--- src/pfs_pkg.sv ---
// Constants, register map and state encodings for the power fault and strap controller.
package pfs_pkg;
   localparam int NUM_REG = 6;
   localparam int CLK_PERIOD_NS = 10;

   // Negative current limit off time; least time, rounded up.
   localparam int NEG_OFF_NS = 400;
   localparam int NEG_OFF_CYC = (NEG_OFF_NS + CLK_PERIOD_NS - 1) / CLK_PERIOD_NS;
   // Low side hold after an over-voltage trip.
   localparam int OV_HOLD_US = 10;
   localparam int OV_HOLD_CYC = (OV_HOLD_US * 1000) / CLK_PERIOD_NS;
   // Deglitch times of the under- and over-voltage comparators.
   localparam int UV_DG_NS = 2000;
   localparam int UV_DG_CYC = (UV_DG_NS + CLK_PERIOD_NS - 1) / CLK_PERIOD_NS;
   localparam int OV_DG_NS = 1000;
   localparam int OV_DG_CYC = (OV_DG_NS + CLK_PERIOD_NS - 1) / CLK_PERIOD_NS;
   // Time per soft-start ramp step.
   localparam int RAMP_STEP_NS = 1000;
   localparam int RAMP_STEP_CYC = (RAMP_STEP_NS + CLK_PERIOD_NS - 1) / CLK_PERIOD_NS;

   localparam int TMR_W = 10;
   localparam int DG_W = 8;
   localparam int DIV_W = 7;
   localparam logic [TMR_W-1:0] NEG_OFF_LAST = TMR_W'(NEG_OFF_CYC - 1);
   localparam logic [TMR_W-1:0] OV_HOLD_LAST = TMR_W'(OV_HOLD_CYC - 1);
   localparam logic [DG_W-1:0] UV_DG_LAST = DG_W'(UV_DG_CYC - 1);
   localparam logic [DG_W-1:0] OV_DG_LAST = DG_W'(OV_DG_CYC - 1);
   localparam logic [DIV_W-1:0] RAMP_DIV_LAST = DIV_W'(RAMP_STEP_CYC - 1);
   localparam logic [7:0] RAMP_FULL = 8'hff;

   // Register byte offsets.
   localparam logic [3:0] REG_CTRL = 4'h0;
   localparam logic [3:0] REG_STATUS = 4'h4;
   localparam logic [3:0] REG_IRQ = 4'h8;
   localparam logic [3:0] REG_STRAP = 4'hc;
   localparam logic [5:0] CTRL_RESET = 6'h00;
   localparam logic [14:0] IRQ_RESET = 15'h0000;

   // Interrupt status bit positions.
   localparam int IRQ_UV_LSB = 0;
   localparam int IRQ_OV_LSB = 6;
   localparam int IRQ_OTP = 12;
   localparam int IRQ_TERM_UV = 13;
   localparam int IRQ_TRIP = 14;

   // Memory rail target codes.
   localparam logic [1:0] MEM_1V2 = 2'h0;
   localparam logic [1:0] MEM_1V1 = 2'h1;
   localparam logic [1:0] MEM_1V35 = 2'h2;

   // Switching control states, Gray coded along the usual path.
   typedef enum logic [2:0] {
      PFS_OFF = 3'b100,
      PFS_NORM = 3'b000,
      PFS_VALLEY = 3'b001,
      PFS_NEG_OFF = 3'b011,
      PFS_NEG_ON = 3'b010,
      PFS_RESUME = 3'b101,
      PFS_OV_HOLD = 3'b110
   } pfs_sw_t;
endpackage

--- src/pfs_fault_strap_ctrl.sv ---
// Strap capture, switching protection, fault latches, interrupts and thermal trip shutdown.
//
// Added by the designer: the address map and the Avalon-MM interface to the registers.
`timescale 1ns/1ns
`default_nettype none
module pfs_fault_strap_ctrl
   import pfs_pkg::*;
(
   input wire logic CLK_SYS,
   input wire logic ARST_N,
   input wire logic CHIP_ENABLE_IN,
   input wire logic [2:0] CURRENT_SET_STRAP,
   input wire logic [2:0] OUTPUT_SENSE_STRAP,
   input wire logic MEMORY_RAIL_SEL_HI,
   input wire logic MEMORY_RAIL_SEL_LO,
   input wire logic [5:0] PWM_ON,
   input wire logic [5:0] VALLEY_OVER,
   input wire logic [5:0] NEG_LIMIT,
   input wire logic [5:0] AT_TARGET,
   input wire logic [5:0] UV_CMP,
   input wire logic [5:0] OV_CMP,
   input wire logic [5:0] PG_IN,
   input wire logic TEMP_HOT,
   input wire logic TEMP_COOL,
   input wire logic TERM_REQ,
   input wire logic TERM_UV_CMP,
   input wire logic LSW_REQ,
   input wire logic SLEEP_STATE_IN,
   input wire logic THERMAL_TRIP_N,
   input wire logic SUSPEND_READY,
   input wire logic POWER_OK_REQ,
   input wire logic [3:0] AVS_ADDRESS,
   input wire logic AVS_READ,
   input wire logic AVS_WRITE,
   input wire logic [31:0] AVS_WRITEDATA,
   input wire logic [3:0] AVS_BYTEENABLE,
   output logic [31:0] AVS_READDATA,
   output logic AVS_WAITREQUEST,
   output wire logic [5:0] HS_ON,
   output wire logic [5:0] LS_ON,
   output wire logic [5:0] BUCK_EN,
   output wire logic [5:0] PGOOD_OUT,
   output logic [1:0] MEMORY_RAIL_VSEL,
   output logic TERM_EN,
   output logic [7:0] TERM_RAMP,
   output logic TERM_DISCHARGE,
   output logic LSW_EN,
   output logic [7:0] LSW_RAMP,
   output logic LSW_DISCHARGE,
   output logic SUSPEND_RESET_OUT_N,
   output logic PLATFORM_POWER_OK,
   output logic IRQ_N
);
   localparam int SW = 56;

   logic [SW-1:0] sync1_r;
   logic [SW-1:0] sync2_r;
   logic [5:0] pwm_s, valley_s, neg_s, tgt_s, uv_s, ov_s, pg_s;
   logic [2:0] cs_s, os_s;
   logic sel_hi_s, sel_lo_s, hot_s, cool_s, term_uv_s, trip_n_s, ce_s, sleep_s;
   logic ce_d_r;
   logic ce_rise;
   logic [5:0] strap_dis_r;
   logic otp_r;
   logic term_uv_r;
   logic trip_d_r;
   logic armed_r;
   logic trip_r;
   logic shut_r;
   logic trip_fall;
   logic [DIV_W-1:0] div_r;
   logic tick_r;
   logic [5:0] ctrl_r;
   logic [14:0] irq_r;
   logic [14:0] irq_nxt;
   logic [14:0] irq_clr;
   logic [5:0] uv_lat, ov_lat, uv_ev, ov_ev;
   logic gate_ok;
   logic term_run;
   logic lsw_run;
   logic bus_req;
   logic [31:0] wmask;

   // Every analog comparator and external pin except TERM_REQ, LSW_REQ, SUSPEND_READY, POWER_OK_REQ and the bus crosses two flops before use.
   always_ff @(posedge CLK_SYS or negedge ARST_N) begin
      if (!ARST_N) begin
         sync1_r <= '0;
         sync2_r <= '0;
      end else begin
         sync1_r <= {PWM_ON, VALLEY_OVER, NEG_LIMIT, AT_TARGET, UV_CMP, OV_CMP, PG_IN,
                     CURRENT_SET_STRAP, OUTPUT_SENSE_STRAP, MEMORY_RAIL_SEL_HI,
                     MEMORY_RAIL_SEL_LO, TEMP_HOT, TEMP_COOL, TERM_UV_CMP,
                     THERMAL_TRIP_N, CHIP_ENABLE_IN, SLEEP_STATE_IN};
         sync2_r <= sync1_r;
      end
   end
   assign {pwm_s, valley_s, neg_s, tgt_s, uv_s, ov_s, pg_s, cs_s, os_s, sel_hi_s, sel_lo_s,
           hot_s, cool_s, term_uv_s, trip_n_s, ce_s, sleep_s} = sync2_r;

   assign ce_rise = ce_s & ~ce_d_r;

   // Straps are caught only at the enable rise, so later strap changes do nothing.
   always_ff @(posedge CLK_SYS or negedge ARST_N) begin
      if (!ARST_N) begin
         ce_d_r <= 1'b0;
         strap_dis_r <= 6'h00;
         MEMORY_RAIL_VSEL <= MEM_1V2;
      end else begin
         ce_d_r <= ce_s;
         if (ce_rise) begin
            strap_dis_r <= {cs_s[2], os_s[2:0], cs_s[1:0]};
            if (sel_hi_s) begin
               MEMORY_RAIL_VSEL <= MEM_1V35;
            end else if (sel_lo_s) begin
               MEMORY_RAIL_VSEL <= MEM_1V2;
            end else begin
               MEMORY_RAIL_VSEL <= MEM_1V1;
            end
         end
      end
   end

   // Over-temperature has hysteresis; hot wins if both comparators read active.
   always_ff @(posedge CLK_SYS or negedge ARST_N) begin
      if (!ARST_N) begin
         otp_r <= 1'b0;
      end else if (hot_s) begin
         otp_r <= 1'b1;
      end else if (cool_s) begin
         otp_r <= 1'b0;
      end
   end

   // Thermal trip sequence: reset and power ok change first, rails follow two cycles later.
   assign trip_fall = armed_r & trip_d_r & ~trip_n_s;
   always_ff @(posedge CLK_SYS or negedge ARST_N) begin
      if (!ARST_N) begin
         trip_d_r <= 1'b1;
         armed_r <= 1'b0;
         trip_r <= 1'b0;
         shut_r <= 1'b0;
         SUSPEND_RESET_OUT_N <= 1'b0;
         PLATFORM_POWER_OK <= 1'b0;
      end else begin
         trip_d_r <= trip_n_s;
         if (!ce_s) begin
            armed_r <= 1'b0;
            trip_r <= 1'b0;
            shut_r <= 1'b0;
         end else begin
            armed_r <= armed_r | SUSPEND_RESET_OUT_N;
            trip_r <= trip_r | trip_fall;
            shut_r <= shut_r | (trip_r & ~SUSPEND_RESET_OUT_N & ~PLATFORM_POWER_OK);
         end
         SUSPEND_RESET_OUT_N <= ce_s & SUSPEND_READY & ~trip_r & ~trip_fall;
         PLATFORM_POWER_OK <= ce_s & POWER_OK_REQ & ~trip_r & ~trip_fall;
      end
   end

   assign gate_ok = ce_s & ~otp_r & ~shut_r;

   genvar gi;
   generate
      for (gi = 0; gi < NUM_REG; gi++) begin : g_reg
         pfs_sw_t st_r;
         logic [TMR_W-1:0] tmr_r;
         logic [DG_W-1:0] uvc_r;
         logic [DG_W-1:0] ovc_r;
         logic uv_r, ov_r, hs_r, ls_r, en_r, pg_r;
         logic run, uv_trip, ov_trip;

         assign run = gate_ok & ~strap_dis_r[gi] & ~ctrl_r[gi] & ~uv_r & ~ov_r;
         assign uv_trip = uv_s[gi] & (uvc_r == UV_DG_LAST) & en_r;
         assign ov_trip = ov_s[gi] & (ovc_r == OV_DG_LAST) & en_r;

         // Deglitch counters only reach their end on an unbroken comparator level.
         always_ff @(posedge CLK_SYS or negedge ARST_N) begin
            if (!ARST_N) begin
               uvc_r <= '0;
               ovc_r <= '0;
            end else begin
               if (!uv_s[gi] || !en_r) begin
                  uvc_r <= '0;
               end else if (uvc_r != UV_DG_LAST) begin
                  uvc_r <= uvc_r + 1'b1;
               end
               if (!ov_s[gi] || !en_r) begin
                  ovc_r <= '0;
               end else if (ovc_r != OV_DG_LAST) begin
                  ovc_r <= ovc_r + 1'b1;
               end
            end
         end

         // Latches drop only with the enable low or the asynchronous supply reset.
         always_ff @(posedge CLK_SYS or negedge ARST_N) begin
            if (!ARST_N) begin
               uv_r <= 1'b0;
               ov_r <= 1'b0;
            end else if (!ce_s) begin
               uv_r <= 1'b0;
               ov_r <= 1'b0;
            end else begin
               if (uv_trip && st_r != PFS_OV_HOLD) begin
                  uv_r <= 1'b1;
               end
               if (st_r == PFS_OV_HOLD && tmr_r == OV_HOLD_LAST) begin
                  ov_r <= 1'b1;
               end
            end
         end

         always_ff @(posedge CLK_SYS or negedge ARST_N) begin
            if (!ARST_N) begin
               st_r <= PFS_OFF;
               tmr_r <= '0;
               hs_r <= 1'b0;
               ls_r <= 1'b0;
            end else if (ov_trip && st_r != PFS_OV_HOLD && st_r != PFS_OFF) begin
               st_r <= PFS_OV_HOLD;
               tmr_r <= '0;
               hs_r <= 1'b0;
               ls_r <= 1'b1;
            end else if (st_r != PFS_OV_HOLD && (uv_trip || !run)) begin
               st_r <= PFS_OFF;
               hs_r <= 1'b0;
               ls_r <= 1'b0;
            end else begin
               unique case (st_r)
                  PFS_OFF: begin
                     hs_r <= 1'b0;
                     ls_r <= 1'b0;
                     st_r <= PFS_NORM;
                  end
                  PFS_NORM: begin
                     if (neg_s[gi] && ls_r) begin
                        st_r <= PFS_NEG_OFF;
                        tmr_r <= '0;
                        hs_r <= 1'b0;
                        ls_r <= 1'b0;
                     end else if (valley_s[gi] && !pwm_s[gi]) begin
                        st_r <= PFS_VALLEY;
                        hs_r <= 1'b0;
                        ls_r <= 1'b1;
                     end else begin
                        hs_r <= pwm_s[gi];
                        ls_r <= ~pwm_s[gi];
                     end
                  end
                  PFS_VALLEY: begin
                     hs_r <= 1'b0;
                     ls_r <= 1'b1;
                     if (!valley_s[gi]) begin
                        st_r <= PFS_NORM;
                     end
                  end
                  PFS_NEG_OFF: begin
                     tmr_r <= tmr_r + 1'b1;
                     if (tmr_r == NEG_OFF_LAST) begin
                        st_r <= PFS_NEG_ON;
                        ls_r <= 1'b1;
                     end
                  end
                  PFS_NEG_ON: begin
                     if (neg_s[gi]) begin
                        st_r <= PFS_NEG_OFF;
                        tmr_r <= '0;
                        ls_r <= 1'b0;
                     end else if (tgt_s[gi]) begin
                        st_r <= PFS_RESUME;
                        ls_r <= 1'b0;
                     end
                  end
                  PFS_RESUME: begin
                     // The dead cycle before the high side avoids shoot-through.
                     hs_r <= 1'b1;
                     st_r <= PFS_NORM;
                  end
                  PFS_OV_HOLD: begin
                     tmr_r <= tmr_r + 1'b1;
                     if (tmr_r == OV_HOLD_LAST) begin
                        st_r <= PFS_OFF;
                        ls_r <= 1'b0;
                     end
                  end
                  default: begin
                     st_r <= PFS_OFF;
                     hs_r <= 1'b0;
                     ls_r <= 1'b0;
                  end
               endcase
            end
         end

         always_ff @(posedge CLK_SYS or negedge ARST_N) begin
            if (!ARST_N) begin
               en_r <= 1'b0;
               pg_r <= 1'b0;
            end else begin
               en_r <= run;
               pg_r <= strap_dis_r[gi] | (run & pg_s[gi]);
            end
         end

         assign HS_ON[gi] = hs_r;
         assign LS_ON[gi] = ls_r;
         assign BUCK_EN[gi] = en_r;
         assign PGOOD_OUT[gi] = pg_r;
         assign uv_lat[gi] = uv_r;
         assign ov_lat[gi] = ov_r;
         assign uv_ev[gi] = uv_trip & ~uv_r & (st_r != PFS_OV_HOLD);
         assign ov_ev[gi] = (st_r == PFS_OV_HOLD) & (tmr_r == OV_HOLD_LAST);
      end
   endgenerate

   // Ramp step divider shared by both soft starts.
   always_ff @(posedge CLK_SYS or negedge ARST_N) begin
      if (!ARST_N) begin
         div_r <= '0;
         tick_r <= 1'b0;
      end else begin
         tick_r <= (div_r == RAMP_DIV_LAST);
         div_r <= (div_r == RAMP_DIV_LAST) ? '0 : div_r + 1'b1;
      end
   end

   assign term_run = gate_ok & TERM_REQ & ~term_uv_r;
   assign lsw_run = gate_ok & sleep_s & LSW_REQ;

   always_ff @(posedge CLK_SYS or negedge ARST_N) begin
      if (!ARST_N) begin
         term_uv_r <= 1'b0;
         TERM_EN <= 1'b0;
         TERM_RAMP <= 8'h00;
         TERM_DISCHARGE <= 1'b1;
      end else begin
         if (!ce_s) begin
            term_uv_r <= 1'b0;
         end else if (TERM_EN && term_uv_s) begin
            term_uv_r <= 1'b1;
         end
         TERM_EN <= term_run;
         if (!term_run) begin
            TERM_RAMP <= 8'h00;
         end else if (tick_r && TERM_RAMP != RAMP_FULL) begin
            TERM_RAMP <= TERM_RAMP + 8'h01;
         end
         TERM_DISCHARGE <= ~ce_s | term_uv_r;
      end
   end

   always_ff @(posedge CLK_SYS or negedge ARST_N) begin
      if (!ARST_N) begin
         LSW_EN <= 1'b0;
         LSW_RAMP <= 8'h00;
         LSW_DISCHARGE <= 1'b1;
      end else begin
         LSW_EN <= lsw_run;
         if (!lsw_run) begin
            LSW_RAMP <= 8'h00;
         end else if (tick_r && LSW_RAMP != RAMP_FULL) begin
            LSW_RAMP <= LSW_RAMP + 8'h01;
         end
         LSW_DISCHARGE <= ~ce_s | ~sleep_s;
      end
   end

   // Bus slave: one wait cycle, then the access completes with waitrequest low.
   assign bus_req = AVS_READ | AVS_WRITE;
   assign wmask = {{8{AVS_BYTEENABLE[3]}}, {8{AVS_BYTEENABLE[2]}},
                   {8{AVS_BYTEENABLE[1]}}, {8{AVS_BYTEENABLE[0]}}};
   assign irq_clr = (AVS_WRITE && !AVS_WAITREQUEST && AVS_ADDRESS == REG_IRQ) ?
                    (AVS_WRITEDATA[14:0] & wmask[14:0]) : 15'h0000;

   // A new event in the clearing cycle survives the clear.
   always_comb begin
      irq_nxt = irq_r & ~irq_clr;
      irq_nxt[IRQ_UV_LSB +: 6] = irq_nxt[IRQ_UV_LSB +: 6] | uv_ev;
      irq_nxt[IRQ_OV_LSB +: 6] = irq_nxt[IRQ_OV_LSB +: 6] | ov_ev;
      irq_nxt[IRQ_OTP] = irq_nxt[IRQ_OTP] | (hot_s & ~otp_r);
      irq_nxt[IRQ_TERM_UV] = irq_nxt[IRQ_TERM_UV] | (TERM_EN & term_uv_s & ~term_uv_r);
      irq_nxt[IRQ_TRIP] = irq_nxt[IRQ_TRIP] | trip_fall;
   end

   always_ff @(posedge CLK_SYS or negedge ARST_N) begin
      if (!ARST_N) begin
         irq_r <= IRQ_RESET;
         IRQ_N <= 1'b1;
      end else begin
         irq_r <= irq_nxt;
         IRQ_N <= ~(|irq_nxt);
      end
   end

   always_ff @(posedge CLK_SYS or negedge ARST_N) begin
      if (!ARST_N) begin
         ctrl_r <= CTRL_RESET;
      end else if (AVS_WRITE && !AVS_WAITREQUEST && AVS_ADDRESS == REG_CTRL &&
                   AVS_BYTEENABLE[0]) begin
         ctrl_r <= AVS_WRITEDATA[5:0];
      end
   end

   always_ff @(posedge CLK_SYS or negedge ARST_N) begin
      if (!ARST_N) begin
         AVS_WAITREQUEST <= 1'b1;
         AVS_READDATA <= 32'h0000_0000;
      end else begin
         AVS_WAITREQUEST <= ~(bus_req & AVS_WAITREQUEST);
         if (AVS_READ && AVS_WAITREQUEST) begin
            unique case (AVS_ADDRESS)
               REG_CTRL: AVS_READDATA <= {26'h000_0000, ctrl_r};
               REG_STATUS: AVS_READDATA <= {15'h0000, shut_r, trip_r, armed_r, term_uv_r,
                                            otp_r, ov_lat, uv_lat};
               REG_IRQ: AVS_READDATA <= {17'h0_0000, irq_r};
               REG_STRAP: AVS_READDATA <= {22'h00_0000, MEMORY_RAIL_VSEL, 2'h0, strap_dis_r};
               default: AVS_READDATA <= 32'h0000_0000;
            endcase
         end
      end
   end
endmodule
`default_nettype wire

--- config.mk ---
export PLATFORM = sky130hd
export DESIGN_NAME = pfs_fault_strap_ctrl
export DESIGN_NICKNAME = d
export VERILOG_FILES = /design/src/pfs_pkg.sv /design/src/pfs_fault_strap_ctrl.sv
export SDC_FILE = /design/constraint.sdc
export NUM_CORES = 1
export LEC_CHECK = 0
export ABC_AREA = 1
export BUFFER_PORTS_ARGS = -buffer_cell sky130_fd_sc_hd__buf_2
export CAP_MARGIN = 20
export CORE_UTILIZATION = 60
export CTS_BUF_LIST = sky130_fd_sc_hd__clkbuf_4 sky130_fd_sc_hd__clkbuf_8
export CTS_CLUSTER_SIZE = 24
export DETAILED_ROUTE_END_ITERATION = 16
export GPL_TIMING_DRIVEN = 0
export PLACE_DENSITY = 0.81
export REMOVE_ABC_BUFFERS = 1
export SLEW_MARGIN = 20
export SYNTH_ARGS = -nofsm -noshare
export SYNTH_HDL_FRONTEND = slang
export SYNTH_SLANG_ARGS = --single-unit
--- constraint.sdc ---
create_clock -name CLK_SYS -period 4.22 [get_ports CLK_SYS]
set_input_delay 0 -clock CLK_SYS [delete_from_list [all_inputs] [get_ports CLK_SYS]]
set_output_delay 0 -clock CLK_SYS [all_outputs]
set_load 0.01 [all_outputs]
==> flow_summary.json <==
{
  "ctsResizeCount": 0,
  "power.leakage_nw": 10.9,
  "syn_avg_cell_area_um2": 8.56,
  "ys_ff_latch": 407,
  "syn_area_um2": 18700,
  "io_buffers": 151,
  "crit_slowest_cell": "nor2_1",
  "tns_ps": 0,
  "htree_levels": 3,
  "hpwlAfterDp_mm": 29.1,
  "cts_root_buf": "clkbuf_8",
  "place_area_um2": 19800,
  "power.density_nw_per_um2": 372,
  "drc_errors": 0,
  "grt_pass1_vias": 15100,
  "cp_num_cells": 4,
  "wl_met2_mm": 20.9,
  "die_w_um": 179,
  "status": "complete, no violations",
  "area_delta_synth_final_pct": 18.6,
  "path_max_fanout": 17,
  "yosysMostFrequentCell": "nand2_1",
  "synthTopCellsByArea": "dfrtp_1, nand2_1, inv_1",
  "path_buf_inv": 2,
  "start_util_pct": 61.1,
  "hold_class": "in -> reg",
  "seqCellArea_um2": 10200,
  "synthArstFlopShare_pct": 100,
  "yosys.area.top_type_share_pct": 52.9,
  "yosysTopAreaCell": "dfrtp_1",
  "fillers": 2288,
  "top_layer_used": "met5",
  "drt-vias-per-instance": 5.39,
  "clk_transition_reported_paths_ps": 60,
  "seq_area_frac_synth_pct": 54.4,
  "worstSetupEndpointType": "flop",
  "r2r_slack_ps": 1260,
  "worst_pin_slew_ps": 1000,
  "fin_skew_ps": 22.2,
  "cts_max_path_buffers": 3,
  "multi_input_comb_area_um2": 7190,
  "die-area_um2": 31900,
  "drive_above_1_share_pct": 14.7,
  "drt_wl_total_mm": 43.4,
  "core_area_um2": 30700,
  "vias": 15700,
  "total_power_mw": 8.27,
  "fmax_mhz": 338,
  "worstPathCellList": "clkinv_1, nor2_1, inv_1, o31ai_1",
  "ant_nets": 0,
  "hold_viol_final": 0,
  "cts_buffers": 68,
  "critical_path_class": "reg -> reg",
  "met1_length_mm": 18.7,
  "ios": 186,
  "dp.cells": 2696,
  "synth.distinct_cells": 62,
  "cts.sinks": 407,
  "finalNonFillerCells": 2918,
  "grt_setup_unrepaired": "false",
  "drt_iter0_markers": 1007,
  "antenna_found_initial": 2,
  "cp-startpoint": "sync2_r[1]$_DFF_PN0_",
  "synth_top_cells_by_count": "nand2_1, dfrtp_1, inv_1, nor2_1, nand3_1",
  "grt_max_degree": 101,
  "r2r-end": "MEMORY_RAIL_VSEL[0]$_DFFE_PN0P_",
  "place_congestion": 0.906,
  "cts_tree": "built",
  "worst_path_dominant_cell_family": "buffers and inverters",
  "synth_edf_count": 0,
  "synth_cells": 2188,
  "reg2reg_from": "sync2_r[1]$_DFF_PN0_",
  "cpPeakStageDelay_ps": 1000,
  "relSlewSlack_pct": 33.1,
  "overflow": 0,
  "rr_worst_depth": 4,
  "drv_slew": 0,
  "wl_per_cell_um": 14.9,
  "setup_viol": 0,
  "clk_latency_ps": 590,
  "final_nets": 2592,
  "yosys_warnings": 0,
  "rows": 64,
  "cp.arrival_ps": 3450,
  "synth_ff_type": "dfrtp_1",
  "crit_end": "MEMORY_RAIL_VSEL[0]$_DFFE_PN0P_",
  "met3WireLength_mm": 2.22,
  "post-route-period-util_pct": 70.1,
  "track_usage_pct": 27.7,
  "grt_pass1_wl_mm": 70.7,
  "dr.pass1.iters": 6,
  "die_y_um": 179,
  "fin_area_um2": 22200,
  "maxCapViolCount": 0,
  "critPathLaunchType": "flop",
  "peakVddDrop_uv": 271,
  "critPathRequiredTime_ps": 4710,
  "cts_setup_buffers": 0,
  "period_minus_slack_ps": 2960
}
==> how the worst min path moves through the flow <==
stage                                          to  cells after the start      startpoint
finish                      sync1_r[48]$_DFF_PN0_                      2  VALLEY_OVER[4]
global route                sync1_r[17]$_DFF_PN0_                      2        PG_IN[3]
CTS                            irq_r[4]$_DFF_PN0_                      7  AVS_ADDRESS[0]
detailed placement  g_reg[5].ovc_r[4]$_DFFE_PN0P_                      1          ARST_N
global placement            sync1_r[41]$_DFF_PN0_                      1    NEG_LIMIT[3]
floorplan             AVS_READDATA[0]$_DFFE_PN0P_                      0          ARST_N
==> area by class of cell <==
| type | count | area share (%) |
|---|---|---|
| multi-input cells | 1473 | 32.4 |
| clock inverters | 13 | 0.360 |
| clock buffers | 110 | 6.22 |
| diodes | 2 | 0.0225 |
| flip-flops and latches | 407 | 45.9 |
| inverters | 265 | 4.49 |
| well taps | 396 | 2.23 |
| repair buffers | 252 | 8.39 |
==> report_power, final <==
group	switching (mW)	leakage, nW	internal (mW)	total, mW
registers	0.0822	5.28	4.04	4.12
logic	0.296	4.83	0.191	0.486
clock network	1.58	0.777	2.08	3.66
==> registers in the layout, indices dropped and copies added, names as in the netlist, 7 cells and up <==
name and count:
div_r 7, sync1_r 56, LSW_RAMP 8, irq_r 15, TERM_RAMP 8, AVS_READDATA 17, g.tmr_r 60, g.ovc_r 48
sync2_r 56, g.st_r 18, g.uvc_r 48
==> cell families after synthesis <==
kind of cell,share of synthesized area [%]
other cells,0.0200
fa+ha+maj,1.40
xor+xnor,1.08
compound gates,9.61
buf+inv,7.47
mux,0.300
flops,54.4
simple gates,25.7
==> cells in the final DEF (no fill, tap or decap), types with 39 or more instances in the layout <==
cell / netlist / layout
buf_2: 4 / 150
o21ai_0: 101 / 101
inv_1: 240 / 240
nor3_1: 77 / 77
nor2_1: 226 / 226
nand4_1: 39 / 39
clkbuf_8: 0 / 89
nand3_1: 157 / 157
o21ai_1: 42 / 42
dfrtp_1: 396 / 396
dlygate4sd3_1: 0 / 96
nand2_1: 507 / 507
a21oi_1: 112 / 112
==> layer usage <==
layer,vias up,track usage [%]
met5,-,0
met4,2,12.0
met3,117,4.39
met2,468,46.3
li1,7706,-
met1,7427,36.0
==> per-stage QoR <==
step | setup slack, ps | hold slack, ps | util (%)
floorplan | 2550 | -296 | -
global placement | -4660 | 107 | 64.0
detailed placement | 1300 | -54.2 | 64.4
CTS | 1300 | 9.29 | 72.4
global route | 1130 | 31.7 | 72.4
finish | 1260 | 52.2 | 72.4
==> repair_timing <==
action,CTS,global route
hold buffers,97,0
endpoints found under the hold margin,226,0
setup endpoints to repair,0,0
Note: power is estimated with default switching activity, not from simulation.
